--- config.mk ---
export PLATFORM = sky130hd
export DESIGN_NAME = sync_role_setup
export DESIGN_NICKNAME = d
export VERILOG_FILES = /design/src/rtl/sync_role_pkg.sv /design/src/rtl/sync_role_setup.sv
export VERILOG_INCLUDE_DIRS = /design/src /design/src/rtl
export SDC_FILE = /design/constraint.sdc
export NUM_CORES = 1
export LEC_CHECK = 0
export BUFFER_PORTS_ARGS = -buffer_cell sky130_fd_sc_hd__buf_2
export CORE_MARGIN = 2
export CORE_UTILIZATION = 50
export CTS_CLUSTER_SIZE = 25
export DETAILED_ROUTE_END_ITERATION = 10
export MAX_ROUTING_LAYER = met4
export PLACE_DENSITY = 0.85
export SLEW_MARGIN = 20
export SYNTH_ARGS = -nofsm -noshare
export SYNTH_HDL_FRONTEND = slang
export SYNTH_SLANG_ARGS = --single-unit
--- constraint.sdc ---
create_clock -name clk_sys -period 2.7 [get_ports clk_sys]
set_clock_uncertainty 0.2 [all_clocks]
set_input_delay 0.54 -clock clk_sys [delete_from_list [all_inputs] [get_ports clk_sys]]
set_output_delay 0.54 -clock clk_sys [all_outputs]
set_load 0.005 [all_outputs]
--- src/rtl/sync_role_params.svh ---
`ifndef SYNC_ROLE_PARAMS_SVH
`define SYNC_ROLE_PARAMS_SVH
// register byte addresses
`define OFS_COMMAND 20'h00000
`define OFS_STATUS 20'h00004
`define OFS_LOCAL_TRIG 20'h30D68
// command codes
`define CMD_CLK_LEADER 32'h00000064
`define CMD_TRIG_LEADER 32'h00000065
`define CMD_CLK_FOLLOWER 32'h0000006E
`define CMD_TRIG_FOLLOWER 32'h0000006F
`define CMD_SYNC_OFF 32'h00000078
`define CMD_ARM_ALL 32'h00000082
// reset values and fields
`define RST_COMMAND 32'h00000000
`define LOCAL_TRIG_BIT 0
`define OR_MIN_HUB_VER 4'h4
// timing: shared clock period and system clock period in ns
`define SYNC_CLK_PERIOD_NS 160
`define SYS_CLK_PERIOD_NS 20
`define SYNC_HALF_CYC (`SYNC_CLK_PERIOD_NS / (2 * `SYS_CLK_PERIOD_NS))
// axi responses
`define RESP_OKAY 2'h0
`define RESP_SLVERR 2'h2
`endif

--- src/rtl/sync_role_pkg.sv ---
`default_nettype none
package sync_role_pkg;
	typedef enum logic [1:0] {TRIG_NONE, TRIG_LEADER, TRIG_FOLLOWER} trig_role_e;
	typedef enum logic [1:0] {CLK_OWN, CLK_LEADER, CLK_FOLLOWER} clk_role_e;
	typedef enum logic [1:0] {ARM_IDLE, ARM_WAIT, ARM_FIRED} arm_state_e;
	// status word layout
	typedef struct packed {
		logic [20:0] zero;
		logic or_ok;
		logic local_only;
		logic sync_off;
		arm_state_e arm;
		clk_role_e clk_role;
		trig_role_e trig_role;
	} status_s;
endpackage : sync_role_pkg
`default_nettype wire

--- src/rtl/sync_role_setup.sv ---
// Operation
// RULE1 - host loads waveform memory before syncing
// RULE2 - code 101 makes board trigger leader
// RULE3 - host sets at least one trigger leader
// RULE4 - star hub: leader triggers OR-combined
// RULE5 - no OR with cascade or hub below V4
// RULE6 - OR leaders share one trigger mode
// RULE7 - OR only if hub board leads
// RULE8 - code 111 makes board trigger follower
// RULE9 - host gives each board one trigger role
// RULE10 - local-only register uses own trigger
// RULE11 - host sets follower before excluding board
// RULE12 - remaining shared boards share trigger modes
// RULE13 - code 100 makes board drive shared clock
// RULE14 - host sets one clock leader only
// RULE15 - code 110 takes clock from bus
// RULE16 - host makes all others clock followers
// RULE17 - code 130 arms all boards first
// RULE18 - host arms only via clock leader
// RULE19 - code 120 disables synchronization, run alone
// RULE20 - roles held until new command or reset
`include "sync_role_params.svh"
`default_nettype none
module sync_role_setup (
	input wire logic clk_sys, // system clock, 50 MHz
	input wire logic rst_b, // async reset, low active
	input wire logic [19:0] s_axi_awaddr, // write address
	input wire logic s_axi_awvalid, // write address valid
	output logic s_axi_awready, // write address ready
	input wire logic [31:0] s_axi_wdata, // write data
	input wire logic [3:0] s_axi_wstrb, // write byte strobes
	input wire logic s_axi_wvalid, // write data valid
	output logic s_axi_wready, // write data ready
	output logic [1:0] s_axi_bresp, // write response
	output logic s_axi_bvalid, // write response valid
	input wire logic s_axi_bready, // write response ready
	input wire logic [19:0] s_axi_araddr, // read address
	input wire logic s_axi_arvalid, // read address valid
	output logic s_axi_arready, // read address ready
	output logic [31:0] s_axi_rdata, // read data
	output logic [1:0] s_axi_rresp, // read response
	output logic s_axi_rvalid, // read data valid
	input wire logic s_axi_rready, // read data ready
	input wire logic hub_star, // strap: star hub topology
	input wire logic [3:0] hub_version, // strap: hub hardware version
	input wire logic local_trig, // own trigger detection pin
	input wire logic sync_clk_i, // shared clock line in
	output logic sync_clk_o, // shared clock line out
	output logic sync_clk_oe, // shared clock drive enable
	input wire logic trig_bus_i, // shared trigger line in
	output logic trig_bus_o, // shared trigger line out
	output logic trig_bus_oe, // shared trigger drive enable
	input wire logic arm_bus_i, // shared arm line in
	output logic arm_bus_o, // shared arm line out
	output logic arm_bus_oe, // shared arm drive enable
	output logic board_start, // one-cycle start to board core
	output logic board_armed, // board armed, waiting for trigger
	output logic clk_from_bus // sample clock taken from bus
);
	// rising edge of a level that was already synchronised
	function automatic logic rise(input logic prev, input logic cur);
		rise = cur & ~prev;
	endfunction : rise
	// merge write data under byte strobes
	function automatic logic [31:0] merge(input logic [31:0] old,
		input logic [31:0] nw, input logic [3:0] strb);
		merge = old;
		for (int i = 0; i < 4; i++) begin
			if (strb[i]) begin
				merge[i*8 +: 8] = nw[i*8 +: 8];
			end
		end
	endfunction : merge
	// pin synchronisers: first stage feeds only the second; bit 8 is the shared clock
	logic [8:0] pin_s1_reg;
	logic [8:0] pin_s2_reg;
	logic [3:0] pin_prev_reg;
	always_ff @(posedge clk_sys or negedge rst_b) begin
		if (!rst_b) begin
			pin_s1_reg <= 9'h000;
			pin_s2_reg <= 9'h000;
			pin_prev_reg <= 4'h0;
		end else begin
			pin_s1_reg <= {sync_clk_i, hub_version, hub_star, local_trig, trig_bus_i, arm_bus_i};
			pin_s2_reg <= pin_s1_reg;
			pin_prev_reg <= {pin_s2_reg[8], pin_s2_reg[2:0]};
		end
	end
	wire arm_edge = rise(pin_prev_reg[0], pin_s2_reg[0]);
	wire bus_trig_edge = rise(pin_prev_reg[1], pin_s2_reg[1]);
	wire own_trig_edge = rise(pin_prev_reg[2], pin_s2_reg[2]);
	wire bus_clk_edge = rise(pin_prev_reg[3], pin_s2_reg[8]);
	// OR-combine only on a star hub of version V4 or later
	wire or_ok = pin_s2_reg[3] & (pin_s2_reg[7:4] >= `OR_MIN_HUB_VER); // [RULE5]
	// axi write channel: address and data taken in either order
	logic aw_have_reg;
	logic w_have_reg;
	logic [19:0] aw_addr_reg;
	logic [31:0] w_data_reg;
	logic [3:0] w_strb_reg;
	logic bvalid_reg;
	logic [1:0] bresp_reg;
	wire aw_take = s_axi_awvalid & ~aw_have_reg;
	wire w_take = s_axi_wvalid & ~w_have_reg;
	wire wr_go = aw_have_reg & w_have_reg & ~bvalid_reg;
	wire wr_cmd = wr_go & (aw_addr_reg == `OFS_COMMAND);
	wire wr_loc = wr_go & (aw_addr_reg == `OFS_LOCAL_TRIG);
	wire wr_sts = wr_go & (aw_addr_reg == `OFS_STATUS);
	wire wr_ok = wr_cmd | wr_loc | wr_sts;
	always_ff @(posedge clk_sys or negedge rst_b) begin
		if (!rst_b) begin
			aw_have_reg <= 1'b0;
			w_have_reg <= 1'b0;
			aw_addr_reg <= 20'h00000;
			w_data_reg <= 32'h00000000;
			w_strb_reg <= 4'h0;
			bvalid_reg <= 1'b0;
			bresp_reg <= `RESP_OKAY;
		end else begin
			if (aw_take) begin
				aw_have_reg <= 1'b1;
				aw_addr_reg <= s_axi_awaddr;
			end
			if (w_take) begin
				w_have_reg <= 1'b1;
				w_data_reg <= s_axi_wdata;
				w_strb_reg <= s_axi_wstrb;
			end
			if (wr_go) begin
				aw_have_reg <= 1'b0;
				w_have_reg <= 1'b0;
				bvalid_reg <= 1'b1;
				bresp_reg <= wr_ok ? `RESP_OKAY : `RESP_SLVERR;
			end else if (bvalid_reg && s_axi_bready) begin
				bvalid_reg <= 1'b0;
			end
		end
	end
	// ready flags are registered: high while the holding slot is free
	assign s_axi_awready = ~aw_have_reg;
	assign s_axi_wready = ~w_have_reg;
	assign s_axi_bvalid = bvalid_reg;
	assign s_axi_bresp = bresp_reg;
	// command decode on the merged write value
	logic [31:0] cmd_reg;
	logic local_only_reg;
	wire [31:0] cmd_val = merge(cmd_reg, w_data_reg, w_strb_reg);
	wire [31:0] loc_val = merge({31'h0, local_only_reg}, w_data_reg, w_strb_reg);
	wire c_trig_lead = wr_cmd & (cmd_val == `CMD_TRIG_LEADER);
	wire c_trig_fol = wr_cmd & (cmd_val == `CMD_TRIG_FOLLOWER);
	wire c_clk_lead = wr_cmd & (cmd_val == `CMD_CLK_LEADER);
	wire c_clk_fol = wr_cmd & (cmd_val == `CMD_CLK_FOLLOWER);
	wire c_off = wr_cmd & (cmd_val == `CMD_SYNC_OFF);
	wire c_arm = wr_cmd & (cmd_val == `CMD_ARM_ALL);
	// role registers; unknown codes leave the roles untouched
	sync_role_pkg::trig_role_e trig_role_reg;
	sync_role_pkg::clk_role_e clk_role_reg;
	logic sync_off_reg;
	always_ff @(posedge clk_sys or negedge rst_b) begin
		if (!rst_b) begin
			cmd_reg <= `RST_COMMAND;
			local_only_reg <= 1'b0;
			trig_role_reg <= sync_role_pkg::TRIG_NONE;
			clk_role_reg <= sync_role_pkg::CLK_OWN;
			sync_off_reg <= 1'b0;
		end else begin
			if (wr_cmd) begin
				cmd_reg <= cmd_val;
			end
			if (wr_loc) begin
				local_only_reg <= loc_val[`LOCAL_TRIG_BIT];
			end
			if (c_trig_lead) begin
				trig_role_reg <= sync_role_pkg::TRIG_LEADER; // [RULE2] [RULE20]
				sync_off_reg <= 1'b0;
			end else if (c_trig_fol) begin
				trig_role_reg <= sync_role_pkg::TRIG_FOLLOWER; // [RULE8] [RULE20]
				sync_off_reg <= 1'b0;
			end else if (c_clk_lead) begin
				clk_role_reg <= sync_role_pkg::CLK_LEADER; // [RULE13] [RULE20]
				sync_off_reg <= 1'b0;
			end else if (c_clk_fol) begin
				clk_role_reg <= sync_role_pkg::CLK_FOLLOWER; // [RULE15] [RULE20]
				sync_off_reg <= 1'b0;
			end else if (c_off) begin
				trig_role_reg <= sync_role_pkg::TRIG_NONE; // [RULE19]
				clk_role_reg <= sync_role_pkg::CLK_OWN;
				sync_off_reg <= 1'b1;
			end
		end
	end
	wire is_clk_lead = (clk_role_reg == sync_role_pkg::CLK_LEADER);
	wire is_clk_fol = (clk_role_reg == sync_role_pkg::CLK_FOLLOWER);
	wire is_trig_lead = (trig_role_reg == sync_role_pkg::TRIG_LEADER);
	wire is_trig_fol = (trig_role_reg == sync_role_pkg::TRIG_FOLLOWER);
	wire on_shared = ~sync_off_reg & ~local_only_reg;
	// own clock divider makes the shared clock and the local tick
	logic [7:0] div_reg;
	logic sclk_out_reg;
	wire div_end = (div_reg == 8'(`SYNC_HALF_CYC - 1));
	always_ff @(posedge clk_sys or negedge rst_b) begin
		if (!rst_b) begin
			div_reg <= 8'h00;
			sclk_out_reg <= 1'b0;
		end else begin
			div_reg <= div_end ? 8'h00 : div_reg + 8'h01;
			if (div_end) begin
				sclk_out_reg <= ~sclk_out_reg;
			end
		end
	end
	wire own_tick = div_end & ~sclk_out_reg;
	// followers step on the bus clock, others on their own divider
	wire tick = is_clk_fol ? bus_clk_edge : own_tick; // [RULE15]
	// trigger source by role; leaders also hear peers when OR is allowed
	wire lead_src = own_trig_edge | (or_ok & bus_trig_edge); // [RULE4]
	wire shared_src = is_trig_lead ? lead_src : (is_trig_fol & bus_trig_edge);
	wire trig_src = on_shared ? shared_src : own_trig_edge; // [RULE10] [RULE19]
	// arming sequence: no trigger counts until the board is armed
	sync_role_pkg::arm_state_e arm_reg;
	sync_role_pkg::arm_state_e arm_next;
	logic pend_reg;
	logic start_reg;
	logic trig_drv_reg;
	wire arm_req = (c_arm & (is_clk_lead | sync_off_reg)) | (is_clk_fol & ~sync_off_reg & arm_edge);
	always_comb begin
		arm_next = arm_reg;
		case (arm_reg)
			sync_role_pkg::ARM_IDLE: begin
				if (arm_req) begin
					arm_next = sync_role_pkg::ARM_WAIT; // [RULE17]
				end
			end
			sync_role_pkg::ARM_WAIT: begin
				if (pend_reg && tick) begin
					arm_next = sync_role_pkg::ARM_FIRED;
				end
			end
			sync_role_pkg::ARM_FIRED: begin
				if (arm_req) begin
					arm_next = sync_role_pkg::ARM_WAIT;
				end
			end
			default: arm_next = sync_role_pkg::ARM_IDLE;
		endcase
	end
	wire waiting = (arm_reg == sync_role_pkg::ARM_WAIT);
	wire fire = waiting & pend_reg & tick;
	// pending trigger waits for the next shared clock tick so boards align
	always_ff @(posedge clk_sys or negedge rst_b) begin
		if (!rst_b) begin
			arm_reg <= sync_role_pkg::ARM_IDLE;
			pend_reg <= 1'b0;
			start_reg <= 1'b0;
			trig_drv_reg <= 1'b0;
		end else begin
			arm_reg <= arm_next;
			start_reg <= fire;
			if (waiting && trig_src) begin
				pend_reg <= 1'b1; // set wins over clear
			end else if (fire || !waiting) begin
				pend_reg <= 1'b0;
			end
			// a leader holds the trigger line until rearmed so slow peers see it
			if (arm_req) begin
				trig_drv_reg <= 1'b0;
			end else if (waiting && own_trig_edge && is_trig_lead && on_shared) begin
				trig_drv_reg <= 1'b1; // [RULE4]
			end
		end
	end
	// line drivers and status outputs, all registered
	logic sclk_oe_reg;
	logic armed_reg;
	logic trig_oe_reg;
	logic arm_o_reg;
	logic arm_oe_reg;
	logic from_bus_reg;
	always_ff @(posedge clk_sys or negedge rst_b) begin
		if (!rst_b) begin
			sclk_oe_reg <= 1'b0;
			trig_oe_reg <= 1'b0;
			arm_o_reg <= 1'b0;
			arm_oe_reg <= 1'b0;
			from_bus_reg <= 1'b0;
			armed_reg <= 1'b0;
		end else begin
			sclk_oe_reg <= is_clk_lead; // [RULE13]
			trig_oe_reg <= is_trig_lead & on_shared;
			arm_o_reg <= waiting & is_clk_lead; // [RULE17]
			arm_oe_reg <= is_clk_lead;
			from_bus_reg <= is_clk_fol; // [RULE15]
			armed_reg <= (arm_next == sync_role_pkg::ARM_WAIT); // [RULE17]
		end
	end
	assign sync_clk_o = sclk_out_reg;
	assign sync_clk_oe = sclk_oe_reg;
	assign trig_bus_o = trig_drv_reg;
	assign trig_bus_oe = trig_oe_reg;
	assign arm_bus_o = arm_o_reg;
	assign arm_bus_oe = arm_oe_reg;
	assign board_start = start_reg;
	assign board_armed = armed_reg;
	assign clk_from_bus = from_bus_reg;
	// read channel: one cycle from address to data
	sync_role_pkg::status_s sts;
	assign sts = '{zero: 21'h0, or_ok: or_ok, local_only: local_only_reg,
		sync_off: sync_off_reg, arm: arm_reg, clk_role: clk_role_reg,
		trig_role: trig_role_reg};
	wire r_cmd = (s_axi_araddr == `OFS_COMMAND);
	wire r_sts = (s_axi_araddr == `OFS_STATUS);
	wire r_loc = (s_axi_araddr == `OFS_LOCAL_TRIG);
	wire [31:0] r_word = r_cmd ? cmd_reg : r_sts ? 32'(sts) :
		r_loc ? {31'h0, local_only_reg} : 32'h00000000;
	logic rvalid_reg;
	logic [31:0] rdata_reg;
	logic [1:0] rresp_reg;
	always_ff @(posedge clk_sys or negedge rst_b) begin
		if (!rst_b) begin
			rvalid_reg <= 1'b0;
			rdata_reg <= 32'h00000000;
			rresp_reg <= `RESP_OKAY;
		end else if (s_axi_arvalid && !rvalid_reg) begin
			rvalid_reg <= 1'b1;
			rdata_reg <= r_word;
			rresp_reg <= (r_cmd | r_sts | r_loc) ? `RESP_OKAY : `RESP_SLVERR;
		end else if (rvalid_reg && s_axi_rready) begin
			rvalid_reg <= 1'b0;
		end
	end
	assign s_axi_arready = ~rvalid_reg;
	assign s_axi_rvalid = rvalid_reg;
	assign s_axi_rdata = rdata_reg;
	assign s_axi_rresp = rresp_reg;
endmodule : sync_role_setup
`default_nettype wire
==> run_results.csv, run 1 <==
group,metric,value,unit
sta,fin_setup_tns,0,ns
setup_path,reg2reg_from,"w_strb_reg[3]$_DFFE_PN0P_",
clock_tree,clk_pin_slew_worst_paths,0.06,ns
clock_tree,cts_resized,0,
drt,ant_nets,0,
final_layout,nNetsFinal,805,
setup_path,worst_ep_required_time,2.80,ns
final_layout,stdcell_count,905,
final_layout,drive_above_1_share,0.386,
sta,hold_violations,0,
min_path,hold_path.startpoint,"hub_star",
floorplan,io-pin-count,142,
pwr,clkPwrFrac,0.331,
global_routing,grt_pass1_vias,5098,
floorplan,core,0.0137,sq mm
floorplan,die_w,122,um
sta,final.period_utilization,0.921,
sta,fmax,402,MHz
job,maxCapViolations,0,
setup_path,cp-startpoint,"w_strb_reg[3]$_DFFE_PN0P_",
global_routing,gr-total-overflow,0,
final_layout,diodes,0,
floorplan,die_area,0.0148,sq mm
placed_design,io_buffers,137,
clock_tree,clk_path_buf_depth,2,
global_routing,grt_max_degree,54,
placed_design,post-place-ws,0.277,ns
pwr,seqPwrFrac,0.484,
floorplan,dieHeight,122,um
drt,routed-wl-met3,820,um
synth,async_flop_share,1.00,
synth,syn_avg_cell_area,12.3,sq um
sta,finalSetupViolCount,0,
min_path,holdPathStages,1,
synth,synthMostInstantiatedCell,"dfrtp_1",
synth,synth_top_flop_cell,"dfrtp_1",
clock_tree,post-cts-setup-buffers,0,
synth,synth_top_area_share,0.610,
global_routing,grt_pass1_wl,25200,um
setup_path,arrival,2.59,ns
clock_tree,numCtsBuffers,17,
placed_design,place_inst,872,
drt,wl,15400,um
sta,worst_slack,0.213,ns
synth,synth-seq-cells,169,
pwr,internal-power,5.16,mW
outcome,status,"finished clean",
pwr,p_per_area,842,mW/mm^2
sta,rsz0062_at_grt,"no",
placed_design,dp_hpwl,11100,um
min_path,holdPathEnd,"pin_s1_reg[3]$_DFF_PN0_",
setup_path,timing.rr.end,"trig_role_reg[1]$_DFFE_PN0P_",
pwr,power.net_switching,1.98,mW
setup_path,critical_path_class,"reg2reg",
setup_path,worstSetupStartpointType,"register",
synth,synthesis.area,0.00693,sq mm
global_routing,antenna_found_initial,0,
synth,synth_edf_count,0,
drt,first_iter_violations,345,
clock_tree,h-tree-depth,4,
drt,first_pass_iters,5,
setup_path,reg2reg_setup_slack,0.21,ns
clock_tree,clock_sinks,169,
placed_design,gp_congestion,0.870,
drt,drc,0,
synth,post-synth-top-area-cell,"dfrtp_1",
setup_path,endpoint_kind,"register",
clock_tree,cts_root_buffer,"clkbuf_16",
synth,yosys.cell_types.count,50,
synth,synth_common_cells,"dfrtp_1, mux2_2, nand2_1",
floorplan,rows,43,
final_layout,fin_util,0.619,
synth,synth.top_cells.by_area,"dfrtp_1, mux2_2, nand2_1, o21ai_0, mux2i_1",
synth,synthCells,565,
sta,worst_pin_slew,0.495,ns
clock_tree,clk_latency,0.42,ns
min_path,worstHoldPathType,"in2reg",
pwr,ir_drop,0.000644,V
clock_tree,tritoncts,"done",
pwr,swShare,0.278,
setup_path,r2r_cells,6,
pwr,p_total,7.14,mW
placed_design,place_area,0.00790,sq mm
floorplan,initial_core_util,0.505,
drt,post_drt_wl_per_cell,17.1,um
pwr,p_comb_frac,0.185,
synth,ys.warnings.count,0,
setup_path,cp_max_fo,8,
drt,route.top_layer_used,"met4",
sta,period_needed,2.49,ns
sta,slew_viol_final,0,
sta,fin_hold_ws,0.0255,ns
drt,via_per_inst,5.50,
drt,met2WireLength,7820,um
synth,yosysSeqAreaShare,0.610,
final_layout,area_growth,22.4,%
pwr,leakagePower,4.01,nW
global_routing,grt_usage,0.228,
final_layout,fin_area,0.00849,sq mm
drt,num_vias,4979,
drt,routedLengthMet1,6450,um
sta,maxSlewHeadroom,0.667,
what timing repair did:
action                     4_1_cts  5_1_grt
setup endpoints to repair        0        0
hold endpoints to repair        31        0
hold buffers                     1        0
worst max-delay path by stage:
stage	endpoint	slack, ns	depth (start not counted)
floorplan	clk_role_reg[1]$_DFFE_PN0P_	0.59	7
global placement	trig_role_reg[1]$_DFFE_PN0P_	0.36	6
detailed placement	trig_role_reg[1]$_DFFE_PN0P_	0.28	6
CTS	trig_role_reg[1]$_DFFE_PN0P_	0.26	6
global route	trig_role_reg[1]$_DFFE_PN0P_	0.05	6
finish	trig_role_reg[1]$_DFFE_PN0P_	0.21	6
power groups by stage:
stage / clock, mW / combinational [mW] / sequential [mW]
2_1_floorplan: 0 / 1.04 / 3.30
3_3_place_gp: 0 / 1.26 / 3.44
3_5_place_dp: 0 / 1.33 / 3.49
4_1_cts: 2.41 / 1.34 / 3.45
5_1_grt: 2.53 / 1.46 / 3.54
6_report: 2.36 / 1.32 / 3.45
critical path, cell delays in order (launching register included):
cell and delay [ns]:
dfrtp_1 0.50, or4b_1 0.48, o22ai_1 0.28, and4bb_4 0.34, nand4_1 0.20, a2bb2oi_1 0.27
o22ai_1 0.10
cell type report:
cell class | instances | area, sq um
inverters | 9 | 33.8
fillers | 1054 | 5230
well taps | 180 | 225
flip-flops and latches | 169 | 4230
repair buffers | 150 | 842
multi-input cells | 365 | 2580
clock buffers | 19 | 453
clock inverters | 13 | 125
per-layer routing:
layer  up-vias  track usage
li1       2310            -
met4         0       0.0955
met2       199        0.363
met3        29       0.0431
met5         -            -
met1      2441        0.288
layout by cell type (no fill, tap or decap), types with 7 or more instances in the layout:
cell	instances
clkinv_2	8
clkbuf_16	17
xnor2_1	7
mux2i_1	9
nor3_1	13
o21ai_0	42
nand2_1	69
dfrtp_1	169
nand3_1	11
nor4_1	12
buf_2	136
nor2_1	21
buf_4	8
a21oi_1	10
o22ai_1	8
inv_1	9
a22oi_1	7
mux2_2	87
nand4_1	7
cell families after synthesis:
logic type | count (synthesis) | synth area share
and+or+nand+nor | 176 | 0.132
DFF | 169 | 0.610
muxes | 97 | 0.156
AOI/OAI and AO/OA | 81 | 0.0693
buffers and inverters | 32 | 0.0204
xor gates and xnor gates | 8 | 0.0101
adders and majority gates | 1 | 0.00180
other | 1 | 0.000541
No activity file was read; power rests on OpenSTA's default activity.
==> inputs of run 2 (changes only) <==
ABC_AREA = 1   (was not set)
PLACE_DENSITY = 0.84   (was 0.85)
==> run 2 against run 1 <==
- power grew 6.0%
- first-iteration DRC count grew 31%
- setup slack gained 0.25 ns
- cell count grew 33%
- non-clock buffer count grew 6
- fmax grew 11%
- via count grew 22%
- critical endpoint is now board_armed$_DFF_PN0_
- sequential share of layout area shrank 3.1 points
- area after synthesis grew 8.4%
- routed wire length grew 7.0%
- critical path depth grew 4
- design area grew 6.6%
==> run_results.csv, run 2 <==
group,metric,value,unit
clock_tree,clk_path_buf_depth,2,
setup_path,critical_path_class,"reg2reg",
final_layout,fin_util,0.620,
synth,synthCells,858,
global_routing,grt_pass1_wl,28100,um
synth,synth_top_family_by_area,"simple AND/OR/NAND/NOR gates",
clock_tree,cts_root_buffer,"clkbuf_16",
setup_path,arrival,2.41,ns
placed_design,dp_hpwl,11900,um
floorplan,die_w,127,um
setup_path,cp_slowest_stage_delay,0.67,ns
global_routing,gr-total-overflow,0,
drt,via_per_inst,5.07,
pwr,ir_drop,0.000679,V
synth,yosys.area_share.simple,0.202,
synth,synth_edf_count,0,
sta,period_needed,2.24,ns
floorplan,core,0.0146,sq mm
outcome,status,"finished clean",
drt,drc,0,
synth,ys.warnings.count,0,
global_routing,grt_pass1_vias,5825,
sta,slew_viol_final,0,
sta,fmax,447,MHz
floorplan,dieHeight,127,um
drt,first_pass_iters,6,
clock_tree,tritoncts,"done",
setup_path,path_cells,"o21ai_0, inv_1, nand2_1, nor2_1, nand2_1, nor2_1, nand3_1, nand2_1, nand2_1, nand2_1",
final_layout,mostFrequentLayoutCells,"nand2_1, dfrtp_1, buf_2",
min_path,worstHoldPathType,"in2reg",
drt,post_drt_wl_per_cell,13.8,um
synth,async_flop_share,1.00,
setup_path,worst_ep_required_time,2.88,ns
floorplan,rows,44,
placed_design,io_buffers,137,
synth,post-synth-top-area-cell,"dfrtp_1",
setup_path,endpoint_kind,"register",
setup_path,cp_slowest_cell,"dfrtp_1",
synth,synth-seq-cells,169,
synth,synthesis.area,0.00751,sq mm
global_routing,antenna_found_initial,0,
synth,synth.top_cells.by_area,"dfrtp_1, nand2_1, inv_1, mux2_2, nor2_1",
synth,yosys.cell_types.count,33,
synth,synth_common_cells,"nand2_1, dfrtp_1, inv_1",
drt,ant_nets,0,
job,maxCapViolations,0,
clock_tree,clk_latency,0.43,ns
sta,worst_slack,0.462,ns
synth,synth-adder-area-share,0.00167,
pwr,p_per_area,836,mW/mm^2
synth,muxShareOfSynthArea,0.0600,
synth,yosysSeqAreaShare,0.563,
drt,num_vias,6081,
synth,synth-compound-area-share,0.0856,
sta,maxSlewHeadroom,0.474,
sta,finalSetupViolCount,0,
setup_path,worstSetupStartpointType,"register",
setup_path,cp_common_cell,"nand2_1",
global_routing,grt_usage,0.226,
clock_tree,clk_pin_slew_worst_paths,0.08,ns
global_routing,grt_max_degree,63,
sta,final.period_utilization,0.829,
synth,synth_top_area_share,0.563,
synth,syn_avg_cell_area,8.76,sq um
synth,synth_xor_area_frac,0.00350,
final_layout,nNetsFinal,1096,
synth,synth_top_flop_cell,"dfrtp_1",
final_layout,drive_above_1_share,0.231,
placed_design,gp_congestion,0.870,
sta,fin_setup_tns,0,ns
placed_design,post-place-ws,0.311,ns
clock_tree,numCtsBuffers,17,
floorplan,io-pin-count,142,
clock_tree,clock_sinks,169,
floorplan,die_area,0.0160,sq mm
sta,hold_violations,0,
setup_path,cp_max_fo,21,
sta,worst_pin_slew,0.787,ns
clock_tree,h-tree-depth,4,
drt,first_iter_violations,451,
drt,wl,16500,um
sta,rsz0062_at_grt,"no",
synth,synthMostInstantiatedCell,"nand2_1",
floorplan,initial_core_util,0.515,
final_layout,area_growth,20.5,%
final_layout,layout_commonest_cell,"nand2_1",
final_layout,diodes,0,
pwr,leakagePower,4.93,nW
==> run 2: critical path: cells and delay by family (launching register included) <==
kind | cells | cell delay [ns]
AO/OA/AOI/OAI | 1 | 0.25
flip-flops | 1 | 0.67
AND/OR/NAND/NOR | 8 | 0.98
buffers and inverters | 1 | 0.09
==> run 2: kinds of logic (layout without fill, tap and decap cells) <==
group / after synthesis / in the layout
other cells: 1 / 2
xor+xnor: 3 / 3
mux: 40 / 40
compound gates: 120 / 120
buf+inv: 157 / 314
simple gates: 367 / 367
fa+ha+maj: 1 / 1
flops: 169 / 169
==> run 2: cell type report <==
cell class	count	area (sq um)
flip-flops and latches	169	4230
repair buffers	156	865
clock inverters	15	170
well taps	184	230
fillers	1206	5540
inverters	126	473
clock buffers	17	425
multi-input cells	533	2660
==> run 2: where the power goes <==
part | switching, mW | internal, mW
Combinational | 1.02 | 0.749
Clock | 1.15 | 1.25
Sequential | 0.374 | 3.02
Total | 2.55 | 5.02
==> run 2: per-layer routing <==
layer | global-route usage | wire, um
met1 | 0.320 | 7850
met2 | 0.326 | 7250
met3 | 0.0493 | 1120
met4 | 0.0769 | 294
met5 | - | 0
==> run 2: stage by stage <==
step / power, mW / cells / instance area [sq um] / hold slack (ns)
6_report: 7.57 / 1200 / 9050 / 0.0244
3_5_place_dp: 5.18 / 1161 / 8390 / 0.135
3_3_place_gp: 5.10 / 1161 / 8390 / 0.133
2_1_floorplan: 4.66 / 859 / 7520 / 0.0444
5_1_grt: 8.07 / 1200 / 9050 / 0.000948
4_1_cts: 7.58 / 1198 / 9030 / 0.00491
==> run 2: path summary, 6_finish.rpt <==
path	start	cells past startpoint	endpoint	slack, ns
max in group asynchronous	rst_b	3	w_data_reg[16]$_DFFE_PN0P_	1.18
worst max-delay path	w_strb_reg[2]$_DFFE_PN0P_	10	board_armed$_DFF_PN0_	0.46
min in group asynchronous	rst_b	2	div_reg[5]$_DFF_PN0_	0.45
worst min register to register	pin_s1_reg[3]$_DFF_PN0_	0	pin_s2_reg[3]$_DFF_PN0_	0.15
worst min-delay path	trig_bus_i	1	pin_s1_reg[1]$_DFF_PN0_	0.02
worst max register to register	w_strb_reg[2]$_DFFE_PN0P_	10	board_armed$_DFF_PN0_	0.46
==> run 2: timing repair <==
item | CTS | global route
setup buffers | 0 | 0
hold endpoints to repair | 61 | 2
gates resized for setup | 0 | 0
hold buffers | 5 | 2
